$ cat src/include/preclear_pkg.sv
package preclear_pkg;
   // Operation selects presented by the instruction decoder
   typedef enum logic [1:0] {
      OP_NONE,
      OP_FIRST_PRECLEAR,
      OP_SECOND_PRECLEAR,
      OP_COMPLEMENT
   } op_t;

   localparam int DATA_WIDTH  = 8;
   localparam int ADDR_WIDTH  = 8;
   // Neither half of the pair pending after reset
   localparam logic [1:0] PAIR_RESET = 2'h0;
   localparam logic [1:0] PAIR_FIRST = 2'h1;
   localparam logic [1:0] PAIR_SECOND = 2'h2;
   // Complement sequence: read cycle then write cycle
   localparam int RMW_CYCLES  = 2;
endpackage

$ cat src/include/mem_port_if.sv
interface mem_port_if #(
   parameter int AW = 8,
   parameter int DW = 8
);
   logic          rd_en;
   logic          wr_en;
   logic [AW-1:0] addr;
   logic [DW-1:0] wdata;
   logic [DW-1:0] rdata;

   modport master (output rd_en, output wr_en, output addr, output wdata, input rdata);
   modport slave  (input rd_en, input wr_en, input addr, input wdata, output rdata);
endinterface

$ cat src/rtl/complement_rmw.sv
// Read-modify-write engine: reads a byte, writes its ones' complement back
module complement_rmw #(
   parameter int AW = 8,
   parameter int DW = 8
) (
   input  wire logic          i_clk,
   input  wire logic          i_rst,
   input  wire logic          i_start,
   input  wire logic [AW-1:0] i_addr,
   output logic               o_busy,
   output logic               o_done,
   mem_port_if.master         mem
);
   typedef enum logic [1:0] {ST_IDLE, ST_READ, ST_WRITE} rmw_state_t;
   rmw_state_t    state_reg;
   rmw_state_t    state_next;
   logic [AW-1:0] addr_reg;
   logic [DW-1:0] wdata_reg;

   // Next state
   always_comb begin
      state_next = state_reg;
      case (state_reg)
         ST_IDLE:  if (i_start) state_next = ST_READ;
         ST_READ:  state_next = ST_WRITE;
         ST_WRITE: state_next = ST_IDLE;
         default:  state_next = ST_IDLE;
      endcase
   end

   // State, latched address and inverted data
   always_ff @(posedge i_clk) begin
      if (i_rst) begin
         state_reg <= ST_IDLE;
         addr_reg  <= '0;
         wdata_reg <= '0;
      end else begin
         state_reg <= state_next;
         if (state_reg == ST_IDLE && i_start) addr_reg <= i_addr;
         if (state_reg == ST_READ) wdata_reg <= ~mem.rdata; // [RULE5]
      end
   end

   // Same address on both halves keeps the write on the operand's location
   assign mem.addr  = addr_reg;                       // [RULE6]
   assign mem.rd_en = (state_reg == ST_READ);
   assign mem.wr_en = (state_reg == ST_WRITE);        // [RULE6]
   assign mem.wdata = wdata_reg;
   assign o_busy    = (state_reg != ST_IDLE);
   assign o_done    = (state_reg == ST_WRITE);

   read_then_write_a: assert property (@(posedge i_clk) disable iff (i_rst) // [RULE6]
      mem.rd_en |=> mem.wr_en && mem.addr == $past(mem.addr))
      else $error("write does not follow read at same address");
   inverted_data_a: assert property (@(posedge i_clk) disable iff (i_rst) // [RULE5]
      mem.rd_en |=> mem.wdata == ~$past(mem.rdata))
      else $error("written byte is not the complement");
endmodule // complement_rmw

$ cat src/rtl/preclear_complement.sv
// What this block does
// RULE1: Effective pre-clear resets watchdog counter, clears time-out and power-down flags.
// RULE2: Second pre-clear is effective only after the first pre-clear; the code also makes a first pre-clear effective after an unpaired second.
// RULE3: Repeated second pre-clear without first between changes nothing.
// RULE4: Repeated first pre-clear without second between changes nothing.
// RULE5: Complement instruction inverts every bit of the addressed byte.
// RULE6: Inverted byte goes back to the same address in one read-modify-write.
module preclear_complement #(
   parameter int AW = preclear_pkg::ADDR_WIDTH,
   parameter int DW = preclear_pkg::DATA_WIDTH
) (
   input  wire logic                 I_CORE_CLK,
   input  wire logic                 I_RST,
   input  wire logic                 i_op_valid,
   input  wire preclear_pkg::op_t    i_op,
   input  wire logic [AW-1:0]        i_op_addr,
   input  wire logic                 i_timeout_set,
   input  wire logic                 i_power_down_set,
   output logic                      o_op_ready,
   output logic                      o_wdt_clear,
   output logic                      o_watchdog_timeout_flag,
   output logic                      o_power_down_flag,
   output logic                      o_mem_rd_en,
   output logic                      o_mem_wr_en,
   output logic [AW-1:0]             o_mem_addr,
   output logic [DW-1:0]             o_mem_wdata,
   input  wire logic [DW-1:0]        i_mem_rdata
);
   // Zero widths would leave the address and data buses empty
   if (AW < 1 || DW < 1) begin : g_bad_width
      $error("widths must be positive");
   end

   mem_port_if #(.AW(AW), .DW(DW)) mem ();
   logic       rmw_busy;
   logic [1:0] pair_reg;
   logic [1:0] pair_next;
   logic       wdt_clear_reg;
   logic       timeout_reg;
   logic       power_down_reg;
   logic [1:0] stall_cnt_reg;

   // Opcode compare shared by the three decodes
   function automatic logic op_is(input preclear_pkg::op_t code, input preclear_pkg::op_t want);
      return code == want;
   endfunction

   // Decode of accepted instructions; stall while the memory sequence runs
   wire take        = i_op_valid && !rmw_busy;
   wire is_first    = take && op_is(i_op, preclear_pkg::OP_FIRST_PRECLEAR);
   wire is_second   = take && op_is(i_op, preclear_pkg::OP_SECOND_PRECLEAR);
   wire is_cpl      = take && op_is(i_op, preclear_pkg::OP_COMPLEMENT);
   // Each half fires only if the other half was the last one seen
   wire first_eff   = is_first && (pair_reg == preclear_pkg::PAIR_SECOND);  // [RULE4]
   wire second_eff  = is_second && (pair_reg == preclear_pkg::PAIR_FIRST);  // [RULE2] [RULE3]
   wire clear_fire  = first_eff || second_eff;

   // Track last pre-clear; an effective clear rearms so both halves are needed again
   always_comb begin
      pair_next = pair_reg;
      if (clear_fire) pair_next = preclear_pkg::PAIR_RESET;               // [RULE2]
      else if (is_first) pair_next = preclear_pkg::PAIR_FIRST;
      else if (is_second) pair_next = preclear_pkg::PAIR_SECOND;
   end

   // Pair tracker and clear pulse
   always_ff @(posedge I_CORE_CLK) begin
      if (I_RST) begin
         pair_reg      <= preclear_pkg::PAIR_RESET;
         wdt_clear_reg <= 1'b0;
      end else begin
         pair_reg      <= pair_next;
         wdt_clear_reg <= clear_fire;                                     // [RULE1]
      end
   end

   // Flags: hardware set wins over instruction clear so no time-out is lost
   always_ff @(posedge I_CORE_CLK) begin
      if (I_RST) begin
         timeout_reg    <= 1'b0;
         power_down_reg <= 1'b0;
      end else begin
         if (i_timeout_set) timeout_reg <= 1'b1;
         else if (clear_fire) timeout_reg <= 1'b0;                        // [RULE1]
         if (i_power_down_set) power_down_reg <= 1'b1;
         else if (clear_fire) power_down_reg <= 1'b0;                     // [RULE1]
      end
   end

   complement_rmw #(.AW(AW), .DW(DW)) u_rmw (
      .i_clk   (I_CORE_CLK),
      .i_rst   (I_RST),
      .i_start (is_cpl),                                                  // [RULE5]
      .i_addr  (i_op_addr),
      .o_busy  (rmw_busy),
      .o_done  (),
      .mem     (mem.master)
   );

   // Memory port and status outputs
   assign mem.rdata               = i_mem_rdata;
   assign o_mem_rd_en             = mem.rd_en;
   assign o_mem_wr_en             = mem.wr_en;
   assign o_mem_addr              = mem.addr;
   assign o_mem_wdata             = mem.wdata;
   assign o_op_ready              = !rmw_busy;
   assign o_wdt_clear             = wdt_clear_reg;
   assign o_watchdog_timeout_flag = timeout_reg;
   assign o_power_down_flag       = power_down_reg;

   // Cycles with ready withheld, whether or not an instruction waits; a stuck sequence would freeze the core silently
   always_ff @(posedge I_CORE_CLK) begin
      if (I_RST) begin
         stall_cnt_reg <= 2'h0;
      end else if (!o_op_ready) begin
         stall_cnt_reg <= stall_cnt_reg + 2'h1;
      end else begin
         stall_cnt_reg <= 2'h0;
      end
   end

   // Pre-clear pairing and flag checks
   clear_flags_a: assert property (@(posedge I_CORE_CLK) disable iff (I_RST) // [RULE1]
      clear_fire && !i_timeout_set && !i_power_down_set |=>
      o_wdt_clear && !o_watchdog_timeout_flag && !o_power_down_flag)
      else $error("effective pre-clear did not clear");
   second_alone_a: assert property (@(posedge I_CORE_CLK) disable iff (I_RST) // [RULE3]
      is_second && pair_reg != preclear_pkg::PAIR_FIRST |=> !o_wdt_clear)
      else $error("repeated second pre-clear took effect");
   first_alone_a: assert property (@(posedge I_CORE_CLK) disable iff (I_RST) // [RULE4]
      is_first && pair_reg != preclear_pkg::PAIR_SECOND |=> !o_wdt_clear)
      else $error("repeated first pre-clear took effect");
   pair_alternate_a: assert property (@(posedge I_CORE_CLK) disable iff (I_RST) // [RULE2]
      is_first && pair_reg != preclear_pkg::PAIR_SECOND ##1 is_second |=> o_wdt_clear)
      else $error("alternating pair did not clear");
   flag_hold_a: assert property (@(posedge I_CORE_CLK) disable iff (I_RST) // [RULE3]
      !clear_fire && !i_timeout_set |=> $stable(o_watchdog_timeout_flag))
      else $error("time-out flag changed without cause");
   // A lone first half arms the pair
   pair_first_track_a: assert property (@(posedge I_CORE_CLK) disable iff (I_RST) // [RULE4]
      is_first && pair_reg != preclear_pkg::PAIR_SECOND |=> pair_reg == preclear_pkg::PAIR_FIRST)
      else $error("first pre-clear not remembered");
   // A lone second half arms the pair
   pair_second_track_a: assert property (@(posedge I_CORE_CLK) disable iff (I_RST) // [RULE3]
      is_second && pair_reg != preclear_pkg::PAIR_FIRST |=> pair_reg == preclear_pkg::PAIR_SECOND)
      else $error("second pre-clear not remembered");
   // Both halves needed again after a clear
   pair_rearm_a: assert property (@(posedge I_CORE_CLK) disable iff (I_RST) // [RULE2]
      clear_fire |=> pair_reg == preclear_pkg::PAIR_RESET)
      else $error("pair not rearmed after clear");
   // Other instructions leave the pairing alone
   pair_idle_hold_a: assert property (@(posedge I_CORE_CLK) disable iff (I_RST) // [RULE2]
      !is_first && !is_second |=> $stable(pair_reg))
      else $error("pairing changed without a pre-clear");
   // Unused pairing code never reached
   pair_legal_a: assert property (@(posedge I_CORE_CLK) disable iff (I_RST) // [RULE2]
      pair_reg != 2'h3)
      else $error("illegal pairing state");
   // Counter clear is a single pulse
   clear_single_a: assert property (@(posedge I_CORE_CLK) disable iff (I_RST) // [RULE1]
      o_wdt_clear |=> !o_wdt_clear)
      else $error("clear pulse longer than one cycle");
   // No pulse without an effective pre-clear
   no_cause_clear_a: assert property (@(posedge I_CORE_CLK) disable iff (I_RST) // [RULE3]
      !clear_fire |=> !o_wdt_clear)
      else $error("clear pulse without cause");
   // Power-down flag keeps its value without cause
   pd_hold_a: assert property (@(posedge I_CORE_CLK) disable iff (I_RST) // [RULE4]
      !clear_fire && !i_power_down_set |=> $stable(o_power_down_flag))
      else $error("power-down flag changed without cause");
   // Hardware set wins over a clear in the same cycle
   to_set_wins_a: assert property (@(posedge I_CORE_CLK) disable iff (I_RST) // [RULE1]
      i_timeout_set |=> o_watchdog_timeout_flag)
      else $error("time-out set lost");
   // Same for the power-down flag
   pd_set_wins_a: assert property (@(posedge I_CORE_CLK) disable iff (I_RST) // [RULE1]
      i_power_down_set |=> o_power_down_flag)
      else $error("power-down set lost");
   // Power-down flag cleared by an effective pre-clear
   pd_clear_a: assert property (@(posedge I_CORE_CLK) disable iff (I_RST) // [RULE1]
      clear_fire && !i_power_down_set |=> !o_power_down_flag)
      else $error("power-down flag not cleared");

   // Memory sequence checks
   cpl_start_a: assert property (@(posedge I_CORE_CLK) disable iff (I_RST) // [RULE6]
      is_cpl |=> o_mem_rd_en && o_mem_addr == $past(i_op_addr) ##1 o_mem_wr_en)
      else $error("complement sequence not started");
   cpl_value_a: assert property (@(posedge I_CORE_CLK) disable iff (I_RST) // [RULE5]
      o_mem_rd_en |=> o_mem_wdata == ~$past(i_mem_rdata))
      else $error("complement value wrong");
   busy_stall_a: assert property (@(posedge I_CORE_CLK) disable iff (I_RST) // [RULE6]
      is_cpl |=> !o_op_ready [*2] ##1 o_op_ready)
      else $error("ready not withheld for two cycles");
   // Read and write never overlap
   rd_wr_apart_a: assert property (@(posedge I_CORE_CLK) disable iff (I_RST) // [RULE6]
      !(o_mem_rd_en && o_mem_wr_en))
      else $error("read and write at once");
   // Address holds from read to write
   rmw_addr_hold_a: assert property (@(posedge I_CORE_CLK) disable iff (I_RST) // [RULE6]
      o_mem_rd_en |=> $stable(o_mem_addr))
      else $error("address moved between read and write");
   // A write only ever follows a read
   wr_after_rd_a: assert property (@(posedge I_CORE_CLK) disable iff (I_RST) // [RULE6]
      o_mem_wr_en |-> $past(o_mem_rd_en))
      else $error("write without preceding read");
   // A read only ever follows an accepted complement
   rd_after_take_a: assert property (@(posedge I_CORE_CLK) disable iff (I_RST) // [RULE5]
      o_mem_rd_en |-> $past(is_cpl))
      else $error("read without complement instruction");
   // Core released right after the write
   rmw_end_ready_a: assert property (@(posedge I_CORE_CLK) disable iff (I_RST) // [RULE6]
      o_mem_wr_en |=> o_op_ready)
      else $error("ready not restored after write");
   // Ready whenever the memory port is quiet
   ready_when_idle_a: assert property (@(posedge I_CORE_CLK) disable iff (I_RST) // [RULE6]
      !o_mem_rd_en && !o_mem_wr_en |-> o_op_ready)
      else $error("ready low with port idle");
   // Stall never outlasts the read-modify-write
   stall_bound_a: assert property (@(posedge I_CORE_CLK) disable iff (I_RST) // [RULE6]
      stall_cnt_reg <= 2'(preclear_pkg::RMW_CYCLES))
      else $error("stall longer than the sequence");
endmodule // preclear_complement

$ cat config.mk
export PLATFORM = sky130hd
export DESIGN_NAME = preclear_complement
export DESIGN_NICKNAME = d
export VERILOG_FILES = /design/src/include/preclear_pkg.sv /design/src/include/mem_port_if.sv /design/src/rtl/complement_rmw.sv /design/src/rtl/preclear_complement.sv
export SDC_FILE = /design/constraint.sdc
export NUM_CORES = 1
export LEC_CHECK = 0
export BUFFER_PORTS_ARGS = -buffer_cell sky130_fd_sc_hd__buf_2
export CAP_MARGIN = 0
export CORE_ASPECT_RATIO = 1.75
export CORE_MARGIN = 3
export CORE_UTILIZATION = 40
export CTS_CLUSTER_SIZE = 14
export DETAILED_ROUTE_END_ITERATION = 8
export GPL_TIMING_DRIVEN = 0
export PLACE_DENSITY = 0.84
export SLEW_MARGIN = 20
export SYNTH_ARGS = -nofsm -noshare
export SYNTH_HDL_FRONTEND = slang
export SYNTH_SLANG_ARGS = --single-unit
$ cat constraint.sdc
create_clock -name I_CORE_CLK -period 1.15 [get_ports I_CORE_CLK]
set_clock_uncertainty 0.05 [all_clocks]
set_input_delay 0.23 -clock I_CORE_CLK [delete_from_list [all_inputs] [get_ports I_CORE_CLK]]
set_output_delay 0.23 -clock I_CORE_CLK [all_outputs]
set_load 0.03 [all_outputs]
==> qor.yml, run 1 <==
cells_and_area:
  final_cell_area_um2: 1540
  drive_gt1_share_pct: 61.8
  antenna_cells: 0
  area_growth_pct: 62.7
  fin_nets: 176
  utilization_pct: 70.9
  fillers: 160
global_routing:
  grt_max_degree: 13
  grt_pass1_vias: 891
  grt.overflow.total: 0
  track_usage_pct: 16.8
  antenna_found_initial: 0
  grt_pass1_wl_mm: 3.93
synth:
  synthArstFlopShare_pct: 0
  synth_top_area_cell: "dfxtp_1"
  synth_cells: 95
  synth_seq_cells: 23
  ys_types: 22
  synth_flop_cell: "dfxtp_1"
  synth.area.top_cells: "dfxtp_1, nand2b_1, mux2i_1, a211oi_1, nor2_1"
  synth_top_area_share_pct: 48.5
  syn_avg_cell_area_um2: 9.98
  synth_warnings: 0
  yosysSeqAreaShare_pct: 48.5
  synth_edf_count: 0
  syn-num-nets: 118
  netlist_area_um2: 948
sta:
  clock.fmax_mhz: 714
  layout_min_cycle_time_ns: 1.40
  setup_slack_ns: -0.251
  finalHoldViolations: 0
  timing.final.crit_share_pct: 122
  timing.hold.ws_ns: 0.0357
  slew_viol_final: 0
  max-slew-margin-rel_pct: 63.6
  tightest_slew_ns: 0.545
  setup_viol: 17
  rsz0062_at_grt: "yes"
clock_tree:
  postCtsHoldBufs: 0
  cts_max_level: 1
  path_clk_slew_ns: 0.12
  cts_root_buf: "clkbuf_4"
  cts.sinks: 23
  insertion_delay_ns: 0.31
  cts_tree: "done"
  cts-buffers-inserted: 3
  cts.path.max_buffers: 2
routing:
  drt_wl_total_mm: 2.56
  via_per_inst: 5.13
  dr_total_vias: 902
  ant_nets: 0
  drc_errors: 0
  wl_per_cell_um: 14.5
  dr.pass1.iters: 4
  drt_iter0_markers: 7
placed_design:
  gp_congestion: 0.740
  hpwl_mm: 1.61
  portBuffers: 44
  dpl-instance-area_um2: 1210
run_status:
  violations: "setup timing"
  status: "finished, violations left"
worst_setup_path:
  criticalPathCategory: "register to output port"
  crit_required_ns: 0.87
  endpoint_kind: "output port"
  critical_path_arrival_ns: 1.12
  worstPathMaxFanout: 3
  start_kind: "register"
die:
  die_h_um: 70.4
  fp.dieArea_um2: 3010
  fp-row-count: 22
  core-area_um2: 2170
  initial_core_util_pct: 43.6
  ios: 45
  die_w_um: 42.8
pwr:
  power_density_nw_per_um2: 1000
  leakage_uw: 0.000656
  ir_worst_vdd_uv: 678
flow_run:
  maxCapViolCount: 0
worst_hold_path:
  min_path_type: "primary input to register"
==> final cells by class <==
type | instances | area, µm² | area share, %
Tap cell | 24 | 30.0 | 1.95
Multi-Input combinational cell | 63 | 548 | 35.5
Sequential cell | 23 | 479 | 31.1
Inverter | 3 | 11.3 | 0.730
Clock buffer | 4 | 26.3 | 1.70
Timing Repair Buffer | 54 | 413 | 26.8
Buffer | 5 | 35.0 | 2.27
==> cells in the mapped netlist, types with 2 or more instances <==
cell and number:
mux2i_1 8, nand2b_1 16, dfxtp_1 23, a311oi_1 2, and3b_2 2, a211oi_1 8
buf_2 2, nor2_1 13, inv_1 3, clkbuf_1 3, nor2b_1 4
==> kinds of logic after synthesis <==
| family | share of synthesized area [%] |
|---|---|
| and+or+nand+nor | 26.5 |
| DFF | 48.5 |
| buffers and inverters | 4.62 |
| muxes | 8.44 |
| AOI/OAI and AO/OA | 11.9 |
==> placed cells by master (no fill, tap or decap) <==
| master | n |
|---|---|
| clkbuf_16 | 1 |
| nand2b_1 | 16 |
| buf_2 | 22 |
| nor2b_1 | 2 |
| nor2_2 | 1 |
| nor4_2 | 1 |
| nor2_1 | 12 |
| and2b_2 | 1 |
| and3b_2 | 2 |
| buf_8 | 1 |
| buf_4 | 19 |
| clkbuf_4 | 4 |
| a311oi_1 | 2 |
| dfxtp_2 | 12 |
| nor3b_4 | 1 |
| clkbuf_2 | 1 |
| and2b_1 | 1 |
| buf_6 | 12 |
| inv_1 | 3 |
| nor2b_4 | 2 |
| a21oi_2 | 1 |
| a211oi_2 | 8 |
| mux2i_1 | 7 |
| a31o_1 | 1 |
| and3_4 | 1 |
| dfxtp_4 | 1 |
| mux2i_2 | 1 |
| a2111oi_4 | 1 |
| nor4bb_1 | 1 |
| dfxtp_1 | 10 |
| a31oi_4 | 1 |
| clkbuf_1 | 3 |
==> report_power, final <==
group | internal, µW | switching, µW
Combinational | 159 | 171
Clock | 136 | 233
Sequential | 827 | 20.1
Total | 1120 | 423
==> per-stage QoR <==
step	cells	setup WS [ns]	setup TNS [ns]	total power [µW]
6_report	176	-0.251	-2.49	1550
5_1_grt	176	-0.299	-3.41	1610
4_1_cts	174	-0.259	-3.19	1510
3_5_place_dp	163	-0.243	-4.36	1100
3_3_place_gp	163	-0.208	-3.69	1090
2_1_floorplan	95	-0.0951	-0.845	1010
==> routing by layer <==
layer	GRT usage, %	vias up	share of wire [%]
li1	-	441	-
met1	16.9	414	34
met2	31.4	43	58
met3	3.61	4	6.4
met4	7.27	0	1.6
met5	0	-	0
==> worst paths after layout <==
path | startpoint | end | slack, ns | depth (start not counted)
max reg2reg | u_rmw.state_reg[0] | u_rmw.mem.addr[0] | -0.19 | 5
min reg2reg | u_rmw.mem.addr[3] | u_rmw.mem.addr[3] | 0.43 | 2
max | u_rmw.state_reg[0] | o_mem_wr_en | -0.25 | 3
min | i_mem_rdata[0] | u_rmw.mem.wdata[0] | 0.04 | 2
==> critical path, cell delays in order, from the launching register on <==
cell and delay [ns]:
dfxtp_2 0.35, buf_6 0.11, and2b_2 0.22, buf_6 0.13
==> repair_timing <==
item                                    4_1_cts  5_1_grt
pin swaps                                     5        8
buffers inserted                              6        2
endpoints found under the setup margin       28       45
resized for setup                            30       53
hold endpoints to repair                      0        0
cloned                                        1        1
Power figures use the tool's default switching activity.
==> run 2, diff against run 1 <==
==> constraint.sdc (replaced) <==
create_clock -name I_CORE_CLK -period 1.2 [get_ports I_CORE_CLK]
set_clock_uncertainty 0.05 [all_clocks]
set_input_delay 0.24 -clock I_CORE_CLK [delete_from_list [all_inputs] [get_ports I_CORE_CLK]]
set_output_delay 0.24 -clock I_CORE_CLK [all_outputs]
set_load 0.03 [all_outputs]
==> run 2 against run 1 <==
  * Combinational power shrank 8.2%
  * Core utilization is 3.2 points lower
  * Worst setup slack gained 0.0023 ns
  * Critical path depth stayed put
  * Wire length is 4.5% lower
  * The flow still finishes with violations (setup timing)
  * Flip-flop and latch count did not move
  * First-iteration DRC count is 100% higher
==> qor.yml, run 2 (same netlist as run 1, synthesis figures left out) <==
routing:
  met1_length_um: 862  # was 874 µm
  drt_wl_total_mm: 2.44  # was 2.56 mm
  wl_met2_mm: 1.37  # was 1.48 mm
  via_per_inst: 5.13  # about the same
  dr_total_vias: 903  # was 902
  dr.pass1.iters: 3  # was 4
  ant_nets: 0  # unchanged
  drc_errors: 0  # unchanged
  topRoutingLayerUsed: "met4"  # unchanged
  route.met3.wl_um: 148  # was 164 µm
  drt_iter0_markers: 14  # was 7
  wl_per_cell_um: 13.9  # was 14.5 µm
worst_setup_path:
  worstPathMaxFanout: 3  # unchanged
  start_kind: "register"  # unchanged
  critPathSlowestCell: "dfxtp_4"  # was dfxtp_2
  worstPathCellList: "buf_4 -> and2b_2 -> buf_6"  # was buf_6 -> and2b_2 -> buf_6
  critical_path_arrival_ns: 1.16  # was 1.12 ns
  cp_num_buf_inv: 2  # unchanged
  crit_required_ns: 0.91  # was 0.87 ns
  criticalPathCategory: "register to output port"  # unchanged
  crit_family: "flip-flops"  # unchanged
  cpPeakStageDelay_ns: 0.38  # was 0.35 ns
  endpoint_kind: "output port"  # unchanged
sta:
  rsz0062_at_grt: "yes"  # unchanged
  timing.final.crit_share_pct: 121
  layout_min_cycle_time_ns: 1.45
  setup_slack_ns: -0.248  # was -0.251 ns
  tightest_slew_ns: 0.498  # was 0.545 ns
  max-slew-margin-rel_pct: 66.8  # was 63.6%
  finalHoldViolations: 0  # unchanged
  setup_viol: 17  # unchanged
  clock.fmax_mhz: 690
  slew_viol_final: 0  # unchanged
clock_tree:
  insertion_delay_ns: 0.31  # about the same
  cts.path.max_buffers: 2  # unchanged
  cts_tree: "done"  # unchanged
  cts_root_buf: "clkbuf_4"  # unchanged
  cts_max_level: 1  # unchanged
  cts.sinks: 23  # unchanged
  path_clk_slew_ns: 0.13  # was 0.12 ns
  cts-buffers-inserted: 3  # unchanged
die:
  ios: 45  # unchanged
  die_w_um: 42.8  # unchanged
  core-area_um2: 2170  # unchanged
  fp.dieArea_um2: 3010  # unchanged
  initial_core_util_pct: 43.6  # unchanged
  die_h_um: 70.4  # unchanged
  fp-row-count: 22  # unchanged
global_routing:
  track_usage_pct: 16.6  # was 16.8%
  grt_pass1_wl_mm: 3.95  # was 3.93 mm
  grt.overflow.total: 0  # unchanged
  antenna_found_initial: 0  # unchanged
  grt_max_degree: 14  # was 13
  grt_pass1_vias: 929  # was 891
pwr:
  power_density_nw_per_um2: 999  # was 1000 nW/µm²
  report.power.total_uw: 1470  # was 1550 µW
  p_sw_uw: 418  # was 423 µW
  p_seq_share_pct: 54.9  # was 54.8%
  ir_worst_vdd_uv: 678  # about the same
  switching_share_pct: 28.4  # was 27.4%
  pwr-share-clk_pct: 24.5  # was 23.8%
  p_int_uw: 1050  # was 1120 µW
  pwr-share-comb_pct: 20.6  # was 21.3%
  leakage_uw: 0.000643  # was 0.000656 µW
cells_and_area:
  final_cell_area_um2: 1470  # was 1540 µm²
  area_growth_pct: 55.4  # was 62.7%
  final_cell_mix: "buf_2, dfxtp_1, nand2b_1"  # was buf_2, buf_4, nand2b_1
  layout.cells.non_filler: 176  # unchanged
  antenna_cells: 0  # unchanged
  drive_gt1_share_pct: 57.2  # was 61.8%
  fin_nets: 176  # unchanged
  final_common_cell: "buf_2"  # unchanged
placed_design:
  hpwl_mm: 1.65  # was 1.61 mm
  gp_congestion: 0.729  # was 0.740
  portBuffers: 44  # unchanged
  place_inst: 163  # unchanged
  dpl-instance-area_um2: 1200  # was 1210 µm²
run_status:
  status: "finished, violations left"  # unchanged
  violations: "setup timing"  # unchanged
worst_hold_path:
  min_path_type: "primary input to register"  # unchanged
flow_run:
  maxCapViolCount: 0  # unchanged
## run 2: cell count changes in the layout (fill, tap and decap cells not counted), moves of 2 or more
| cell | delta |
|---|---|
| buf_2 | +12 |
| a311oi_2 | +2 |
| buf_4 | -13 |
| a311oi_1 | -2 |
| buf_6 | -3 |
| dfxtp_2 | -8 |
| clkbuf_4 | +6 |
| dfxtp_1 | +8 |
## run 2: routing by layer
layer / track usage (%) / up-vias
met2: 30.4 / 44
met3: 2.58 / 8
li1: - / 437
met1: 16.5 / 414
met5: 0 / -
met4: 9.69 / 0
## run 2: worst reg2reg max path: stages (launching register included)
cell and delay, ns:
dfxtp_4 0.37, buf_6 0.11, nor3b_4 0.24, buf_4 0.17
a31oi_4 0.08, a2111oi_4 0.27
## run 2: final timing paths
kind,start,endpoint,slack [ns],depth (start not counted)
max,u_rmw.state_reg[0],o_mem_wr_en,-0.25,3
min,i_mem_rdata[4],u_rmw.mem.wdata[4],0.04,2
max reg2reg,u_rmw.state_reg[0],pair_reg[0],-0.21,5
min reg2reg,u_rmw.mem.addr[7],u_rmw.mem.addr[7],0.44,2
## run 2: final cells by class
type	count	area (µm²)
fill	172	701
multi-input combinational	63	554
sequential	23	469
timing repair buffer	54	347
buffer	5	35.0
tap	24	30.0
clock buffer	3	22.5
inverter	3	11.3
clock inverter	1	5.00
## run 2: timing repair
item,CTS,global route
hold buffers,0,0
resized for setup,22,26
hold endpoints to repair,0,0
pin swaps,9,7
setup endpoints to repair,23,33
cloned,1,0
buffers inserted,7,3
## run 2: stage by stage
| stage | setup TNS, ns | hold WS [ns] | utilization, % | worst slack [ns] |
|---|---|---|---|---|
| 6_report | -2.44 | 0.0397 | 67.8 | -0.248 |
| 5_1_grt | -3.51 | 0.0338 | 67.8 | -0.294 |
| 4_1_cts | -2.90 | 0.0327 | 63.1 | -0.263 |
| 3_5_place_dp | -3.61 | 0.376 | 55.3 | -0.221 |
| 3_3_place_gp | -3.01 | 0.372 | 55.3 | -0.188 |
| 2_1_floorplan | -0.361 | 0.286 | - | -0.0451 |
## run 2: power by group through the flow
stage	combinational (µW)	sequential, µW	clock [µW]
2_1_floorplan	96.1	871	0
3_3_place_gp	221	823	0
3_5_place_dp	228	825	0
4_1_cts	269	806	368
5_1_grt	327	813	395
6_report	303	809	361
==> run 3, diff against run 2 <==
--- a/config.mk
+++ b/config.mk
@@ -9,12 +9,13 @@
 export CAP_MARGIN = 0
 export CORE_ASPECT_RATIO = 1.75
 export CORE_MARGIN = 3
-export CORE_UTILIZATION = 40
+export CORE_UTILIZATION = 42
 export CTS_CLUSTER_SIZE = 14
 export DETAILED_ROUTE_END_ITERATION = 8
 export GPL_TIMING_DRIVEN = 0
-export PLACE_DENSITY = 0.84
+export PLACE_DENSITY = 0.85
 export SLEW_MARGIN = 20
 export SYNTH_ARGS = -nofsm -noshare
 export SYNTH_HDL_FRONTEND = slang
+export SYNTH_HIERARCHICAL = 1
 export SYNTH_SLANG_ARGS = --single-unit
==> run 3 against run 2 <==
  * Critical path type is now register to register
  * Highest routed layer unchanged
  * The run still ends with setup timing left
  * Die area up 6.2%
  * Clock power is 31% higher
  * Critical path depth up 4
  * Fmax shrank 16%
  * First-iteration DRC count up 110%
  * Synthesized cell count grew 13%
  * Count of clock-buffer cells in the layout up 1
  * Largest cell class unchanged
==> qor.yml, run 3 <==
global_routing:
  track_usage_pct: 17.4  # was 16.6%
  grt_pass1_vias: 1015  # was 929
  antenna_found_initial: 0  # unchanged
  grtUsageMet2_pct: 33.3  # was 30.4%
  grt_pass1_wl_mm: 4.22  # was 3.95 mm
  grt_max_degree: 14  # unchanged
  use_met3_pct: 3.46  # was 2.58%
  busiest_layer: "met2"  # unchanged
  met1_usage_pct: 16.7  # was 16.5%
  grt.overflow.total: 0  # unchanged
cells_and_area:
  fillers: 203  # was 172
  final_common_cell: "buf_2"  # unchanged
  area_growth_pct: 44.1  # was 55.4%
  antenna_cells: 0  # unchanged
  drive_gt1_share_pct: 48.5  # was 57.2%
  layout.cells.non_filler: 190  # was 176
  multi_input_area_um2: 564  # was 554 µm²
  seqCellArea_um2: 468  # was 469 µm²
  final_cell_mix: "buf_2, dfxtp_1, nand2b_1"  # unchanged
  fin_nets: 189  # was 176
  final_cell_area_um2: 1540  # was 1470 µm²
clock_tree:
  cts_max_level: 1  # unchanged
  path_clk_slew_ns: 0.08  # was 0.13 ns
  insertion_delay_ns: 0.26  # was 0.31 ns
  postCtsHoldBufs: 0  # unchanged
  cts_root_buf: "clkbuf_8"  # was clkbuf_4
  cts.sinks: 23  # unchanged
  cts_tree: "done"  # unchanged
  cts.path.max_buffers: 2  # unchanged
  cts-buffers-inserted: 3  # unchanged
sta:
  setup_viol: 18  # was 17
  finalHoldViolations: 0  # unchanged
  rsz0062_at_grt: "yes"  # unchanged
  tightest_slew_ns: 0.298  # was 0.498 ns
  max-slew-margin-rel_pct: 80.1  # was 66.8%
  clock.fmax_mhz: 582  # was 690 MHz
  setup_slack_ns: -0.519  # was -0.248 ns
  layout_min_cycle_time_ns: 1.72  # was 1.45 ns
  slew_viol_final: 0  # unchanged
  timing.final.crit_share_pct: 143  # was 121%
die:
  core-area_um2: 2360  # was 2170 µm²
  die_h_um: 72.6  # was 70.4 µm
  die_w_um: 44.1  # was 42.8 µm
  fp-row-count: 23  # was 22
  ios: 45  # unchanged
  initial_core_util_pct: 45.2  # was 43.6%
  fp.dieArea_um2: 3200  # was 3010 µm²
routing:
  via_per_inst: 5.18  # was 5.13
  wl_per_cell_um: 13.7  # was 13.9 µm
  drt_wl_total_mm: 2.61  # was 2.44 mm
  dr_total_vias: 984  # was 903
  drt_iter0_markers: 30  # was 14
  dr.pass1.iters: 4  # was 3
  drc_errors: 0  # unchanged
  ant_nets: 0  # unchanged
worst_setup_path:
  worstPathMaxFanout: 5  # was 3
  critical_path_arrival_ns: 1.86  # was 1.16 ns
  criticalPathCategory: "register to register"  # was register to output port
  start_kind: "register"  # unchanged
  crit_top_cell: "buf_6"
  cpPeakStageDelay_ns: 0.36  # was 0.38 ns
  critPathSlowestCell: "dfxtp_4"  # unchanged
  cp_num_buf_inv: 2  # unchanged
  crit_required_ns: 1.34  # was 0.91 ns
  worstPathCellList: "buf_6 -> or2_4 -> nor2b_4 -> and3_4 -> nor3b_4 -> buf_6 -> mux2i_1"  # was buf_4 -> and2b_2 -> buf_6
  endpoint_kind: "register"  # was output port
  crit_family: "simple AND/OR/NAND/NOR gates"  # was flip-flops
run_status:
  status: "finished, violations left"  # unchanged
  violations: "setup timing"  # unchanged
placed_design:
  hpwl_mm: 1.87  # was 1.65 mm
  place_inst: 176  # was 163
  dpl-instance-area_um2: 1350  # was 1200 µm²
  portBuffers: 44  # unchanged
  gp_congestion: 0.764  # was 0.729
synth:
  netlist_area_um2: 1070  # was 948 µm²
  syn_avg_cell_area_um2: 9.96  # was 9.98 µm²
  synth_cells: 107  # was 95
  synth_warnings: 6  # was 0
  syn-num-nets: 130  # was 118
pwr:
  leakage_uw: 0.000731  # was 0.000643 µW
  power_density_nw_per_um2: 1020  # was 999 nW/µm²
  ir_worst_vdd_uv: 760  # was 678 µV
worst_hold_path:
  min_path_type: "primary input to register"  # unchanged
flow_run:
  maxCapViolCount: 0  # unchanged
==> run 3: metrics by stage <==
step	setup TNS (ns)	hold WS, ns	setup slack [ns]	power (µW)	util [%]
after floorplan	-3.26	0.259	-0.359	985	-
after global routing	-8.09	0.195	-0.600	1640	65.1
after global placement	-4.37	0.396	-0.473	1060	57.1
after detailed placement	-4.89	0.405	-0.539	1080	57.1
after CTS	-6.46	0.185	-0.520	1580	64.3
final	-6.51	0.189	-0.519	1570	65.1
==> run 3: where the power goes <==
| part | leakage [µW] | internal [µW] | switching, µW |
|---|---|---|---|
| registers | 0.000189 | 790 | 17.6 |
| logic | 0.000519 | 133 | 153 |
| clock network | 0.0000228 | 237 | 238 |
| total | 0.000731 | 1160 | 408 |
==> run 3: layer usage <==
layer	up-vias	routed length (µm)
met5	-	0
met1	454	919
li1	478	-
met2	45	1410
met3	7	212
met4	0	66
==> run 3: what timing repair did <==
| item | 4_1_cts | 5_1_grt |
|---|---|---|
| gates cloned | 1 | 0 |
| pin swaps | 4 | 7 |
| endpoints found under the setup margin | 15 | 25 |
| gates resized for setup | 19 | 3 |
| buffers inserted | 7 | 4 |
| endpoints found under the hold margin | 0 | 0 |
==> run 3: worst paths after layout <==
check | slack (ns) | endpoint | depth (start not counted) | from
max | -0.52 | u_rmw/mem.addr[3] | 7 | u_rmw/state_reg[0]
min | 0.19 | u_rmw/mem.addr[0] | 3 | i_op_addr[0]
min reg2reg | 0.42 | u_rmw/mem.wdata[2] | 2 | u_rmw/mem.wdata[2]
max reg2reg | -0.52 | u_rmw/mem.addr[3] | 7 | u_rmw/state_reg[0]
==> run 3: cell type report <==
cell class | instances | share of cell area (%)
multi-input combinational | 65 | 36.7
sequential | 23 | 30.5
timing repair buffer | 54 | 21.2
buffer | 6 | 3.50
inverter | 13 | 3.18
clock buffer | 4 | 2.93
tap | 25 | 2.04
==> run 3: tightest hold or removal path, delay by kind of cell <==
kind | cells | cell delay [ns]
buffers and inverters | 1 | 0.10
muxes | 1 | 0.06
and+or+nand+nor | 1 | 0.06
